<file path="src/common/hce_cfg.svh">
// offsets, field positions, reset values and timing counts of the encoder
`ifndef HCE_CFG_SVH
`define HCE_CFG_SVH

// ****************************************
// clock and times
// ****************************************
`define HCE_CLK_MHZ 250
`define HCE_TE100_US 100
`define HCE_LED_HALF_MS 100
`define HCE_SHUTOFF_S 25
`define HCE_PSETUP_MIN_US 3500
`define HCE_PSETUP_MAX_US 4500
`define HCE_ERASE_MAX_US 2200
`define HCE_WRITE_MAX_US 36000

// ****************************************
// word format and memory layout
// ****************************************
`define HCE_WORD_BITS 66
`define HCE_GUARD_ELEM 15
`define HCE_NV_WORDS 12
`define HCE_NV_BITS 192
`define HCE_NV_SER_LO 6
`define HCE_NV_SER_HI 7
`define HCE_NV_SEED_LO 8
`define HCE_NV_SEED_HI 9
`define HCE_NV_CFG 11

// ****************************************
// configuration word fields
// ****************************************
`define HCE_CFG_VTRIP 12
`define HCE_CFG_RATE_LO 13
`define HCE_CFG_RATE_HI 14
`define HCE_CFG_ENV 15

// ****************************************
// register offsets and reset values
// ****************************************
`define HCE_OFF_CTRL 8'h00
`define HCE_OFF_HOP 8'h04
`define HCE_OFF_ENVSN 8'h08
`define HCE_OFF_STATUS 8'h0C
`define HCE_OFF_CONFIG 8'h10
`define HCE_RST_CTRL 1'h0
`define HCE_RST_HOP 32'h0000_0000
`define HCE_RST_ENVSN 28'h000_0000

`endif

</file>
<file path="src/common/hce_pkg.sv">
// types shared by the encoder control logic
package hce_pkg;

  typedef enum logic [2:0] {
    ST_SLEEP,
    ST_SEND,
    ST_GUARD,
    ST_SHUT,
    ST_PLOAD,
    ST_PVERIFY
  } hce_state_t;

  // transmitted code word, sent from bit 0 upward
  typedef struct packed {
    logic repeat_flag;
    logic low_battery_flag;
    logic [3:0] btn;
    logic [27:0] serial;
    logic [31:0] enc;
  } hce_word_t;

  // complete state of the encoder
  typedef struct packed {
    hce_state_t st;
    logic auto_off;
    logic [31:0] hop;
    logic [27:0] env_sn;
    hce_word_t word;
    logic [6:0] bit_idx;
    logic [1:0] phase;
    logic [19:0] elem_cnt;
    logic [1:0] slot;
    logic blank;
    logic [34:0] hold_cnt;
    logic [20:0] setup_cnt;
    logic b3_prev;
    logic din_prev;
    logic [11:0][15:0] mem;
    logic [15:0] shreg;
    logic [3:0] bitcnt;
    logic [3:0] widx;
    logic [7:0] vbit;
    logic prog_done;
    logic [24:0] led_cnt;
    logic led_tog;
    logic pin_out;
    logic [31:0] prdata;
  } hce_regs_t;

endpackage

</file>
<file path="src/rtl/hce_encoder.sv">
// code-hopping encoder transmit and programming control with apb access
`timescale 1ns/1ps
`include "hce_cfg.svh"

module hce_encoder #(
  parameter logic [19:0] TE100_CYC = 20'(`HCE_TE100_US * `HCE_CLK_MHZ),
  parameter logic [24:0] LED_HALF_CYC =
    25'(`HCE_LED_HALF_MS * 1000 * `HCE_CLK_MHZ),
  parameter logic [34:0] SHUTOFF_CYC =
    35'(64'(`HCE_SHUTOFF_S) * 64'd1000000 * 64'(`HCE_CLK_MHZ)),
  parameter logic [20:0] PSETUP_MIN_CYC =
    21'(`HCE_PSETUP_MIN_US * `HCE_CLK_MHZ),
  parameter logic [20:0] PSETUP_MAX_CYC =
    21'(`HCE_PSETUP_MAX_US * `HCE_CLK_MHZ)
) (
  // clock and reset
  input wire logic pclk,
  input wire logic presetn,
  // apb slave
  input wire logic psel,
  input wire logic penable,
  input wire logic pwrite,
  input wire logic [7:0] paddr,
  input wire logic [31:0] pwdata,
  output logic [31:0] prdata,
  output logic pready,
  output logic pslverr,
  // buttons, button 3 doubles as programming clock
  input wire logic button_input_0,
  input wire logic button_input_1,
  input wire logic button_input_2,
  input wire logic button_input_3_prog_clock,
  // serial data pin, two-way
  input wire logic sdata_in,
  output logic sdata_out,
  output logic sdata_oe,
  // supply comparator
  input wire logic supply_low,
  output logic vtrip_high_sel,
  // led drive, low means lit
  output logic led
);

  hce_pkg::hce_regs_t r;
  hce_pkg::hce_regs_t n;
  hce_pkg::hce_word_t fresh;
  logic [3:0] buttons;
  logic [15:0] cfg;
  logic [1:0] rate;
  logic [19:0] te_cyc;
  logic b3_rise;
  logic prog_entry;
  logic shut_now;
  logic abort;
  logic elem_end;
  logic acc;
  logic mapped;
  logic blank_next;

  // ****************************************
  // decoded inputs and configuration
  // ****************************************
  assign buttons = {button_input_3_prog_clock, button_input_2,
                    button_input_1, button_input_0};
  assign cfg = r.mem[`HCE_NV_CFG];
  assign rate = {cfg[`HCE_CFG_RATE_HI], cfg[`HCE_CFG_RATE_LO]};
  assign b3_rise = buttons[3] & ~r.b3_prev;
  assign elem_end = (r.elem_cnt == te_cyc - 20'h1);
  assign acc = psel & penable;
  assign mapped = (paddr == `HCE_OFF_CTRL) || (paddr == `HCE_OFF_HOP) ||
                  (paddr == `HCE_OFF_ENVSN) || (paddr == `HCE_OFF_STATUS) ||
                  (paddr == `HCE_OFF_CONFIG);

  // element length per rate selection
  always_comb begin
    unique case (rate)
      2'b00: te_cyc = 20'(TE100_CYC * 4);
      2'b01: te_cyc = 20'(TE100_CYC * 2);
      default: te_cyc = TE100_CYC;
    endcase
  end

  // silence is decided for the slot about to start, r.slot + 1
  always_comb begin
    unique case (rate)
      2'b01, 2'b10: blank_next = ~r.slot[0];
      2'b11: blank_next = (r.slot != 2'h3);
      default: blank_next = 1'b0;
    endcase
  end

  // word built from the button state at this moment
  always_comb begin
    fresh.repeat_flag = 1'b0;
    fresh.low_battery_flag = supply_low;
    fresh.btn = buttons;
    fresh.serial = {r.mem[`HCE_NV_SER_HI][11:0], r.mem[`HCE_NV_SER_LO]};
    if (cfg[`HCE_CFG_ENV]) begin
      fresh.serial = r.env_sn;
    end
    fresh.enc = r.hop;
    if (buttons == 4'hF) begin
      fresh.enc = {r.mem[`HCE_NV_SEED_HI], r.mem[`HCE_NV_SEED_LO]};
    end
  end

  // program entry only while the pin is released by us
  assign prog_entry = (r.st == hce_pkg::ST_SLEEP ||
                       r.st == hce_pkg::ST_GUARD ||
                       r.st == hce_pkg::ST_SHUT) &&
                      r.setup_cnt >= PSETUP_MIN_CYC &&
                      r.setup_cnt <= PSETUP_MAX_CYC &&
                      sdata_in && !r.din_prev && buttons == 4'b1000;
  assign shut_now = r.auto_off && r.hold_cnt >= SHUTOFF_CYC;
  // release of a button is not a new press, so it never aborts
  assign abort = |(buttons & ~r.word.btn);

  // ****************************************
  // next-state logic
  // ****************************************
  always_comb begin
    n = r;
    n.b3_prev = buttons[3];
    n.din_prev = sdata_in;

    // setup timer for program entry, saturating past the window
    if (buttons == 4'b1000) begin
      if (r.setup_cnt <= PSETUP_MAX_CYC) begin
        n.setup_cnt = r.setup_cnt + 21'h1;
      end
    end else begin
      n.setup_cnt = 21'h0;
    end

    // hold timer for auto-shutoff
    if (buttons == 4'h0) begin
      n.hold_cnt = 35'h0;
    end else if (r.hold_cnt < SHUTOFF_CYC) begin
      n.hold_cnt = r.hold_cnt + 35'h1;
    end

    // element timing runs in every state but sleep, which holds it at zero, restarted where needed
    n.elem_cnt = elem_end ? 20'h0 : r.elem_cnt + 20'h1;

    unique case (r.st)
      hce_pkg::ST_SLEEP: begin
        n.elem_cnt = 20'h0;
        if (prog_entry) begin
          n.st = hce_pkg::ST_PLOAD;
        // button 3 alone waits out the program entry window first,
        // otherwise our own drive would hide the host's entry edge
        end else if (buttons != 4'h0 && !(buttons == 4'b1000 &&
                     r.setup_cnt <= PSETUP_MAX_CYC)) begin
          n.st = hce_pkg::ST_SEND;
        end
      end
      hce_pkg::ST_SEND: begin
        if (shut_now) begin
          n.st = hce_pkg::ST_SHUT;
        end else if (abort) begin
          n.st = hce_pkg::ST_SEND;
        end else if (elem_end) begin
          // finish the word even if the buttons are released; a new press aborts above
          n.phase = r.phase + 2'h1;
          if (r.phase == 2'h2) begin
            n.phase = 2'h0;
            n.bit_idx = r.bit_idx + 7'h1;
            if (r.bit_idx == 7'(`HCE_WORD_BITS - 1)) begin
              n.bit_idx = 7'h0;
              n.st = hce_pkg::ST_GUARD;
            end
          end
        end
      end
      hce_pkg::ST_GUARD: begin
        if (prog_entry) begin
          n.st = hce_pkg::ST_PLOAD;
        end else if (shut_now) begin
          n.st = hce_pkg::ST_SHUT;
        end else if (abort) begin
          n.st = hce_pkg::ST_SEND;
        end else if (elem_end) begin
          n.bit_idx = r.bit_idx + 7'h1;
          if (r.bit_idx == 7'(`HCE_GUARD_ELEM - 1)) begin
            n.bit_idx = 7'h0;
            n.st = (buttons != 4'h0) ? hce_pkg::ST_SEND
                                     : hce_pkg::ST_SLEEP;
          end
        end
      end
      hce_pkg::ST_SHUT: begin
        if (prog_entry) begin
          n.st = hce_pkg::ST_PLOAD;
        end else if (buttons == 4'h0) begin
          n.st = hce_pkg::ST_SLEEP;
        end
      end
      hce_pkg::ST_PLOAD: begin
        // data sampled on the rising clock edge, low bit first
        if (b3_rise) begin
          n.shreg = {sdata_in, r.shreg[15:1]};
          n.bitcnt = r.bitcnt + 4'h1;
          if (r.bitcnt == 4'hF) begin
            n.mem[r.widx] = {sdata_in, r.shreg[15:1]};
            n.widx = r.widx + 4'h1;
            if (r.widx == 4'(`HCE_NV_WORDS - 1)) begin
              n.prog_done = 1'b1;
              n.st = hce_pkg::ST_PVERIFY;
            end
          end
        end
      end
      hce_pkg::ST_PVERIFY: begin
        // one pass only, then the read-back path is closed
        if (b3_rise) begin
          n.vbit = r.vbit + 8'h1;
          if (r.vbit == 8'(`HCE_NV_BITS - 1)) begin
            n.vbit = 8'h0;
            n.prog_done = 1'b0;
            n.st = hce_pkg::ST_SLEEP;
          end
        end
      end
      default: n.st = hce_pkg::ST_SLEEP;
    endcase

    // start of a word: first press, repeat, or abort
    if (n.st == hce_pkg::ST_SEND && r.st != hce_pkg::ST_SEND) begin
      n.word = fresh;
      n.word.repeat_flag = (r.st == hce_pkg::ST_GUARD) && !abort;
      n.slot = n.word.repeat_flag ? r.slot + 2'h1 : 2'h0;
      n.blank = n.word.repeat_flag ? blank_next : 1'b0;
      n.bit_idx = 7'h0;
      n.phase = 2'h0;
      n.elem_cnt = 20'h0;
    end else if (r.st == hce_pkg::ST_SEND && abort && !shut_now) begin
      n.word = fresh;
      n.slot = 2'h0;
      n.blank = 1'b0;
      n.bit_idx = 7'h0;
      n.phase = 2'h0;
      n.elem_cnt = 20'h0;
    end else if (n.st == hce_pkg::ST_GUARD && r.st != hce_pkg::ST_GUARD) begin
      n.elem_cnt = 20'h0;
    end

    // entering program mode wipes the array
    if (n.st == hce_pkg::ST_PLOAD && r.st != hce_pkg::ST_PLOAD) begin
      n.mem = '0;
      n.widx = 4'h0;
      n.bitcnt = 4'h0;
      n.shreg = 16'h0;
      n.prog_done = 1'b0;
      n.vbit = 8'h0;
    end

    // led blink timer only runs while transmitting
    if (n.st == hce_pkg::ST_SEND || n.st == hce_pkg::ST_GUARD) begin
      if (r.led_cnt == LED_HALF_CYC - 25'h1) begin
        n.led_cnt = 25'h0;
        n.led_tog = ~r.led_tog;
      end else begin
        n.led_cnt = r.led_cnt + 25'h1;
      end
    end else begin
      n.led_cnt = 25'h0;
      n.led_tog = 1'b0;
    end

    // pin level: pwm thirds while sending, stored bit while verifying
    unique case (n.st)
      hce_pkg::ST_SEND:
        n.pin_out = !n.blank && (n.phase == 2'h0 ||
                    (n.phase == 2'h1 && !n.word[n.bit_idx]));
      hce_pkg::ST_PVERIFY: n.pin_out = n.mem[n.vbit[7:4]][n.vbit[3:0]];
      default: n.pin_out = 1'b0;
    endcase

    // ****************************************
    // apb register access
    // ****************************************
    if (acc && pwrite) begin
      unique case (paddr)
        `HCE_OFF_CTRL: n.auto_off = pwdata[0];
        `HCE_OFF_HOP: n.hop = pwdata;
        `HCE_OFF_ENVSN: n.env_sn = pwdata[27:0];
        default: n.auto_off = n.auto_off;
      endcase
    end
    if (psel && !penable && !pwrite) begin
      unique case (paddr)
        `HCE_OFF_CTRL: n.prdata = {31'h0, r.auto_off};
        `HCE_OFF_HOP: n.prdata = r.hop;
        `HCE_OFF_ENVSN: n.prdata = {4'h0, r.env_sn};
        `HCE_OFF_STATUS:
          n.prdata = {16'h0, r.widx, 3'h0, r.prog_done, r.blank,
                      r.word.repeat_flag, r.word.low_battery_flag, r.led_tog, 1'b0, r.st};
        `HCE_OFF_CONFIG: n.prdata = {16'h0, cfg};
        default: n.prdata = 32'h0;
      endcase
    end
  end

  // ****************************************
  // state register
  // ****************************************
  always_ff @(posedge pclk or negedge presetn) begin
    if (!presetn) begin
      r <= '0;
      r.st <= hce_pkg::ST_SLEEP;
      r.auto_off <= `HCE_RST_CTRL;
      r.hop <= `HCE_RST_HOP;
      r.env_sn <= `HCE_RST_ENVSN;
    end else begin
      r <= n;
    end
  end

  // outputs; zero-wait slave, error on unmapped addresses
  assign pready = 1'b1;
  assign pslverr = acc && !mapped;
  assign prdata = r.prdata;
  assign sdata_out = r.pin_out;
  assign sdata_oe = (r.st == hce_pkg::ST_SEND) ||
                    (r.st == hce_pkg::ST_PVERIFY);
  assign vtrip_high_sel = cfg[`HCE_CFG_VTRIP];
  assign led = (r.st == hce_pkg::ST_SEND || r.st == hce_pkg::ST_GUARD) ?
               (r.word.low_battery_flag & r.led_tog) : 1'b1;

endmodule // hce_encoder

</file>
<file path="config.mk">
export PLATFORM = sky130hd
export DESIGN_NAME = hce_encoder
export DESIGN_NICKNAME = d
export VERILOG_FILES = /design/src/common/hce_pkg.sv /design/src/rtl/hce_encoder.sv
export VERILOG_INCLUDE_DIRS = /design/src /design/src/common
export SDC_FILE = /design/constraint.sdc
export NUM_CORES = 1
export LEC_CHECK = 0
export BUFFER_PORTS_ARGS = -buffer_cell sky130_fd_sc_hd__buf_2
export CAP_MARGIN = 20
export CORE_UTILIZATION = 40
export DETAILED_ROUTE_END_ITERATION = 6
export GPL_TIMING_DRIVEN = 0
export PLACE_DENSITY_LB_ADDON = 0.15
export SYNTH_ARGS = -nofsm -noshare
export SYNTH_HDL_FRONTEND = slang
export SYNTH_SLANG_ARGS = --single-unit
</file>
<file path="constraint.sdc">
create_clock -name pclk -period 4.87 [get_ports pclk]
set_clock_uncertainty 0.2 [all_clocks]
set_input_delay 0.974 -clock pclk [delete_from_list [all_inputs] [get_ports pclk]]
set_output_delay 0.974 -clock pclk [all_outputs]
set_load 0.005 [all_outputs]
</file>
==> results by group, run 1 <==
STA
  – Fmax: 0.2006 GHz
  – Relative slew slack: 27.11%
  – Worst-margin pin slew: 1.089 ns
  – Number of hold violations in the final report: 0
  – Total negative slack: -0.1146 ns
  – Max-slew violations: 0
  – RSZ-0062 raised after global routing: true
  – Final Critical Period: about 5.0 ns
  – Setup violators final: 1
  – Post-route setup slack: -0.1146 ns
  – Final cycle utilization of the critical path: 102.4%

Global routing
  – Number of global-route vias before repair: 21310
  – GR peak layer: met2
  – Met1 GRT Util: 39.00%
  – Tot GR Track Use: 27.75%
  – Initial antenna violation count: 1
  – First-pass GRT wire length: between 100000 and 150000 um
  – Largest net degree at the start of global routing: 123
  – Met2 Track Usage GR: 41.92%
  – Met3 usage: approximately 5.2%
  – Remaining global-route overflow: 0

Worst hold path
  – Worst hold path class: in -> async

Power
  – Clock power frac: 37.3%
  – Switching share of total power: 33.37%
  – Comb pwr share: 22.6%
  – PnR Total Power: 11870 uW
  – Total power divided by cell area: 401.1 nW/um2
  – Peak supply drop: ~0.28 mV
  – Int Pwr: just under 8000 uW
  – P_leak: 0.01377 uW
  – Seq pwr share: approximately two fifths
  – Net Switching: 3960 uW

Finish
  – Design area: just under 30000 um2
  – Share of layout cells above drive strength 1: 14.55%
  – FILL cells: 6077
  – Final non-filler cell total: 3707
  – Finished Core Util: 46.74%
  – Area added between synthesis and finish: 14.81%
  – Nets@finish: just under 3000

Logic synthesis
  – Mapped Cells: 2654
  – Seq/Total Area, Yosys: 48.84%
  – Seq cells post-synth: 503
  – Ys Warns: 0
  – Count leader, synth: dfrtp_1
  – Main combinational cell family by area after synthesis: simple AND/OR/NAND/NOR gates
  – Synth cell count leaders: dfrtp_1, nor2_1, mux2i_1, nand2_1, a21oi_1
  – Post-Syn Area: 25770 um2
  – Post-Synth XOR/XNOR Area: roughly 3.2%
  – Adder-cell share of the synthesized area: under 10%
  – Largest cells by area after synthesis: dfrtp_1, mux2i_1, nor2_1, nand2_1, mux2_2
  – EDFF count, synth: 0
  – Compound-cell area share of the yosys netlist: 10.98%
  – Post-synthesis average cell area: 9.711 um2
  – Dominant cell type by area after synthesis: dfrtp_1
  – FFs w/ async S/R, synth: 100.0%
  – Multiplexer share of the synthesized area: between 10% and 20%
  – Yosys cell types: 81
  – Main synth FF type: dfrtp_1
  – Synthesized Nets: 2726
  – Top-area cell type share of the netlist area: 48.84%
  – Synth Area in Simple Gates: 17.11%

Worst setup path
  – Startpoint type of the worst setup path: register
  – Critical-path cell list: or3_1 -> a221o_1 -> a211o_1 -> a21oi_2 -> and3_1 -> buf_2 -> clkbuf_1 -> buf_2 -> nor3_1 -> a211oi_1 -> a31oi_1 -> o311ai_0 -> and4_1 -> o32ai_2
  – WP data required: 5.14 ns
  – Arrival time worst endpoint: between 5 and 6 ns
  – Setup CP Type: reg -> reg
  – Worst path slowest cell: buf_2
  – Setup crit end kind: register
  – Buf/Inv on CP: 3
  – CP top delay family: compound AO/OA/AOI/OAI gates
  – Cell mode on critical path: buf_2
  – Slowest stage delay, CP: 0.50 ns
  – Critical path peak fanout: 10

Floorplanning
  – Area of the core: roughly 63000 um2
  – Io pins: 89
  – Row count: 92
  – Chip width: ~260 um
  – Starting Density: around two fifths
  – Die height: 255.8 um
  – Die Footprint: 65450 um2

Place
  – DP Wirelength: 65600 um
  – Port Buffers: 86
  – Placed Instances: 3596
  – Area after DPL: 27450 um2
  – Routability congestion estimate: approximately 0.94

Clock network
  – Max Root-Sink Buffers: 3
  – CTS root buf: clkbuf_16
  – CTS tree: yes
  – CTS Buf Count: 57
  – H-tree Lvls: 2
  – Clk Latency, worst-skew pair: 0.64 ns
  – Reg clk slew, reported paths: 0.05 ns
  – CTS Hold Bufs: 0
  – Clock Sinks: 503

Routing
  – DR vias/cell: 5.840
  – Vias: about 22000
  – Post-Route WL: slightly above 90000 um
  – First-pass DRT Iterations: 7
  – Detailed Route Iter0 Violations: 2443
  – Post-route DRC: 0
  – Antenna viol nets, final: 0
  – WL per Instance: 24.61 um

Flow run
  – # Max-Cap Violations: 0

Run status
  – Status: complete, but fails checks
  – Violated checks: setup timing
registers in the layout, indices dropped and copies added, names as in the netlist:
signal,cells
cfg,16
r,454
sdata_out,1
prdata,32
metrics by stage:
stage,setup slack (ns),hold slack (ns)
after global placement,-7.801,0.2628
after detailed placement,-1.592,0.2675
after floorplan,0.4514,0.2479
final,-0.1146,0.1563
after global routing,-0.1976,0.2156
after CTS,0.01470,0.1971
power groups by stage:
stage                     clock network [uW]  registers, uW  logic [uW]
final                                   4420           4760        2680
after global routing                    4640           4800        2890
after CTS                               4480           4760        2610
after detailed placement                   0           4830        2550
after global placement                     0           4820        2480
after floorplan                            0           4750        1570
layer usage:
layer	up-vias	routed length (um)
met3	247	7445
li1	9605	-
met5	-	13
met1	10830	39830
met4	2	4018
met2	970	39930
worst reg2reg max path, cell delays in order (launching register included):
cell and delay (ns):
dfrtp_1 0.40, or3_1 0.40, a221o_1 0.34, a211o_1 0.32
a21oi_2 0.39, and3_1 0.21, buf_2 0.32, clkbuf_1 0.49
buf_2 0.50, nor3_1 0.13, a211oi_1 0.23, a31oi_1 0.07
o311ai_0 0.37, and4_1 0.35, o32ai_2 0.14
cells by family (layout without fill, tap and decap cells):
family                     count (synthesis)  in the layout
xor gates and xnor gates                  95             95
and+or+nand+nor                          992            992
muxes                                    357            357
AOI/OAI and AO/OA                        435            435
DFF                                      503            503
other                                      1              3
buffers and inverters                    250            455
adders and majority gates                 21             21
area by class of cell:
cell class | instances | area [um2] | share of cell area [%]
multi-input cells | 1901 | 12170 | 41.14
inverters | 37 | 138.9 | 0.4694
repair buffers | 102 | 660.6 | 2.233
well taps | 846 | 1059 | 3.577
flip-flops and latches | 503 | 12590 | 42.55
plain buffers | 212 | 1065 | 3.599
diodes | 2 | 5.005 | 0.01691
clock buffers | 87 | 1700 | 5.747
clock inverters | 17 | 198.9 | 0.6724
path summary, 6_finish.rpt:
kind | endpoint | slack [ns] | cells after the start | startpoint
max in group asynchronous | r[163] | 2.97 | 3 | presetn
min reg2reg | prdata[4] | 0.28 | 1 | prdata[4]
min in group pclk | prdata[4] | 0.28 | 1 | prdata[4]
max reg2reg | sdata_out | -0.11 | 14 | r[292]
max | sdata_out | -0.11 | 14 | r[292]
min | r[46] | 0.16 | 1 | presetn
repair_timing:
item / CTS / global route
pin swaps: 3 / 1
gates resized for setup: 60 / 20
hold endpoints to repair: 0 / 0
setup endpoints to repair: 134 / 119
buffers inserted: 6 / 0
cells in the final DEF (no fill, tap or decap), drive strengths merged, types with 13 or more instances in the layout:
master	instances
nand4	28
nor2b	14
xor2	56
nand3	81
nor3	67
inv	37
nand2	271
a211oi	42
dfrtp	503
a222oi	15
a21oi	135
o21ai	94
nor2	409
a31oi	20
ha	21
xnor2	39
and3	36
mux2	74
nor4	13
buf	181
mux2i	279
clkbuf	219
a22oi	17
Power figures use the tool's default switching activity.
==> run 2: changes to the inputs <==
--- a/config.mk
+++ b/config.mk
@@ -11,7 +11,7 @@
 export CORE_UTILIZATION = 40
 export DETAILED_ROUTE_END_ITERATION = 6
 export GPL_TIMING_DRIVEN = 0
-export PLACE_DENSITY_LB_ADDON = 0.15
+export PLACE_DENSITY = 0.59
 export SYNTH_ARGS = -nofsm -noshare
 export SYNTH_HDL_FRONTEND = slang
 export SYNTH_SLANG_ARGS = --single-unit
==> run 2 against run 1 <==
Net effect:
- the flow finishes with violations (DRC, setup timing)
- design area down 0.13%
- via count is 0.58% higher
- maximum frequency fell by 0.62%
- sequential share of layout area grew 0.054 points
- routed wire length increased by 0.34%
- critical path depth grew 2
- clock power shrank 4%
- cell count did not move
- sequential power hardly changed
- non-clock buffer count increased by 2
- hold slack lost 0.080 ns
==> results by group, run 2 (synthesis gave the netlist of run 1 again) <==
Worst setup path
  – Slowest stage delay, CP: 0.48 ns (was 0.50 ns)
  – Arrival time worst endpoint: 5.28 ns (was 5.26 ns)
  – R2r startpoint: cfg[14] (was r[292])
  – Setup CP Type: reg -> reg (unchanged)
  – Startpoint type of the worst setup path: register (unchanged)
  – WP data required: 5.14 ns (about the same)
  – Critical path peak fanout: 10 (unchanged)
  – CP Launch Point: cfg[14] (was r[292])
  – Setup crit end kind: register (unchanged)
  – Worst path slowest cell: mux2i_1 (was buf_2)
  – Critical-path cell list: inv_1 -> ha_1 -> or4_1 -> a221oi_1 -> nand4_2 -> or3_1 -> buf_2 -> nor4_4 -> a22o_1 -> buf_6 -> buf_8 -> mux2i_1 -> a22oi_1 -> nand4_1 -> a41o_1 -> o32ai_2 (was or3_1 -> a221o_1 -> a211o_1 -> a21oi_2 -> and3_1 -> buf_2 -> clkbuf_1 -> buf_2 -> nor3_1 -> a211oi_1 -> a31oi_1 -> o311ai_0 -> and4_1 -> o32ai_2)

Place
  – Placed Instances: 3595 (was 3596)
  – Port Buffers: 86 (unchanged)
  – DP Wirelength: 65420 um (was 65600 um)
  – Routability congestion estimate: 0.9548 (was 0.9449)

Global routing
  – Number of global-route vias before repair: 21450 (was 21310)
  – Initial antenna violation count: 2 (was 1)
  – Largest net degree at the start of global routing: 124 (was 123)
  – Tot GR Track Use: 27.77% (was 27.75%)
  – First-pass GRT wire length: 138200 um (was 137600 um)
  – Remaining global-route overflow: 0 (unchanged)

Clock network
  – CTS Hold Bufs: 0 (unchanged)
  – Reg clk slew, reported paths: 0.06 ns (was 0.05 ns)
  – CTS root buf: clkbuf_16 (unchanged)
  – CTS tree: yes (unchanged)
  – Clock Sinks: 503 (unchanged)
  – Max Root-Sink Buffers: 3 (unchanged)
  – Clk Latency, worst-skew pair: 0.64 ns (about the same)
  – H-tree Lvls: 2 (unchanged)
  – CTS Buf Count: 56 (was 57)

Finish
  – Multi-input gate area: 12210 um2 (was 12170 um2)
  – Finished Core Util: 46.68% (was 46.74%)
  – Commonest non-fill, non-tap cell in the layout: dfrtp_1 (unchanged)
  – Share of layout cells above drive strength 1: 14.76% (was 14.55%)
  – Nets@finish: 2887 (was 2886)
  – FILL cells: 5983 (was 6077)
  – Area added between synthesis and finish: 14.66% (was 14.81%)
  – Top reg by flops: r (unchanged)
  – Largest register FFs: 454 (unchanged)
  – Reg area: 12590 um2 (unchanged)
  – Most frequent cells in the layout: dfrtp_1, nor2_1, mux2i_1 (unchanged)
  – Final non-filler cell total: 3707 (unchanged)

STA
  – Post-route setup slack: -0.1455 ns (was -0.1146 ns)
  – Max-slew violations: 0 (unchanged)
  – Final Critical Period: 5.016 ns (was 4.985 ns)
  – Total negative slack: -0.1455 ns (was -0.1146 ns)
  – Hold Slack: 0.07645 ns (was 0.1563 ns)
  – Fmax: 0.1994 GHz (was 0.2006 GHz)
  – Number of hold violations in the final report: 0 (unchanged)
  – Worst-margin pin slew: 1.134 ns (was 1.089 ns)
  – Relative slew slack: 24.15% (was 27.11%)
  – Setup violators final: 1 (unchanged)
  – RSZ-0062 raised after global routing: true (unchanged)
  – Final cycle utilization of the critical path: 103.0% (was 102.4%)

Power
  – P_leak: 0.01373 uW (was 0.01377 uW)
  – Peak supply drop: 0.2763 mV (was 0.2812 mV)
  – Seq pwr share: 40.9% (was 40.1%)
  – Comb pwr share: 22.9% (was 22.6%)
  – Switching share of total power: 33.64% (was 33.37%)
  – Clock power frac: 36.2% (was 37.3%)
  – Net Switching: 3926 uW (was 3960 uW)
  – Int Pwr: 7745 uW (was 7909 uW)
  – Total power divided by cell area: 394.9 nW/um2 (was 401.1 nW/um2)

Floorplanning
  – Area of the core: 63310 um2 (unchanged)
  – Die height: 255.8 um (unchanged)
  – Io pins: 89 (unchanged)
  – Starting Density: 40.71% (unchanged)
  – Row count: 92 (unchanged)
  – Die Footprint: 65450 um2 (unchanged)
  – Chip width: 255.8 um (unchanged)

Worst hold path
  – Worst hold path class: in -> async (unchanged)

Routing
  – Post-route DRC: 1 (was 0)
  – Post-Route WL: 91550 um (was 91240 um)
  – Antenna viol nets, final: 0 (unchanged)
  – Vias: 21780 (was 21650)
  – WL per Instance: 24.70 um (was 24.61 um)
  – DR vias/cell: 5.874 (was 5.840)
  – First-pass DRT Iterations: 7 (unchanged)
  – Detailed Route Iter0 Violations: 2538 (was 2443)

Run status
  – Violated checks: DRC, setup timing (was setup timing)
  – Status: complete, but fails checks (unchanged)

Flow run
  – # Max-Cap Violations: 0 (unchanged)
==> run 2: cell types whose count changed in the layout (fill, tap and decap cells not counted), sizes merged <==
| cell | change |
|---|---|
| buf | +1 |
| bufinv | -2 |
| clkbuf | -4 |
| clkdlybuf4s15 | +1 |
| clkinv | +5 |
| diode | -1 |
==> run 2: routing by layer <==
| metal | routed length [um] | vias to the layer above | track usage [%] |
|---|---|---|---|
| li1 | - | 9592 | - |
| met1 | 39310 | 10970 | 39.04 |
| met2 | 40590 | 1007 | 42.44 |
| met3 | 7910 | 208 | 5.298 |
| met4 | 3735 | 2 | 10.43 |
| met5 | 9 | - | 0 |
==> run 2: worst paths after layout <==
| path | end | slack (ns) | depth (start not counted) |
|---|---|---|---|
| worst max-delay path | sdata_out | -0.15 | 16 |
| worst min register to register | prdata[5] | 0.28 | 1 |
| max in group asynchronous | r[115] | 2.78 | 3 |
| worst min-delay path | r[325] | 0.08 | 1 |
| min in group pclk | prdata[5] | 0.28 | 1 |
| worst max register to register | sdata_out | -0.15 | 16 |
==> run 2: critical path, delay by kind of cell (launching register included) <==
family | cells | cell delay, ns
multiplexers | 1 | 0.48
AO/OA/AOI/OAI | 5 | 1.25
buffers and inverters | 4 | 0.73
AND/OR/NAND/NOR | 5 | 1.48
adder cells (fa/ha/maj) | 1 | 0.22
flip-flops | 1 | 0.47
==> run 2: what timing repair did <==
action	in CTS	in global routing
resized for setup	61	29
setup buffers	9	0
setup endpoints to repair	131	120
pin swaps	3	1
==> run 2: stage by stage <==
| step | total power (uW) | worst slack [ns] | instance area [um2] |
|---|---|---|---|
| global placement | 7255 | -7.653 | 27260 |
| finish | 11670 | -0.1455 | 29550 |
| detailed placement | 7354 | -1.776 | 27450 |
| CTS | 11640 | 0.003141 | 29500 |
| floorplan | 6327 | 0.4514 | 25770 |
| global route | 12140 | -0.2173 | 29550 |
==> run 2: power by group through the flow <==
stage | registers, uW | logic, uW | clock network (uW)
2_1_floorplan | 4750 | 1570 | 0
3_3_place_gp | 4820 | 2440 | 0
5_1_grt | 4810 | 2870 | 4460
6_report | 4770 | 2670 | 4230
4_1_cts | 4760 | 2580 | 4300
3_5_place_dp | 4820 | 2530 | 0
==> run 2: area by class of cell <==
type,count,share of cell area [%]
clock buffers,83,5.568
flip-flops and latches,503,42.60
diodes,1,0.008468
well taps,846,3.582
repair buffers,104,2.278
multi-input cells,1901,41.32
plain buffers,212,3.620
inverters,37,0.4700
clock inverters,20,0.5547
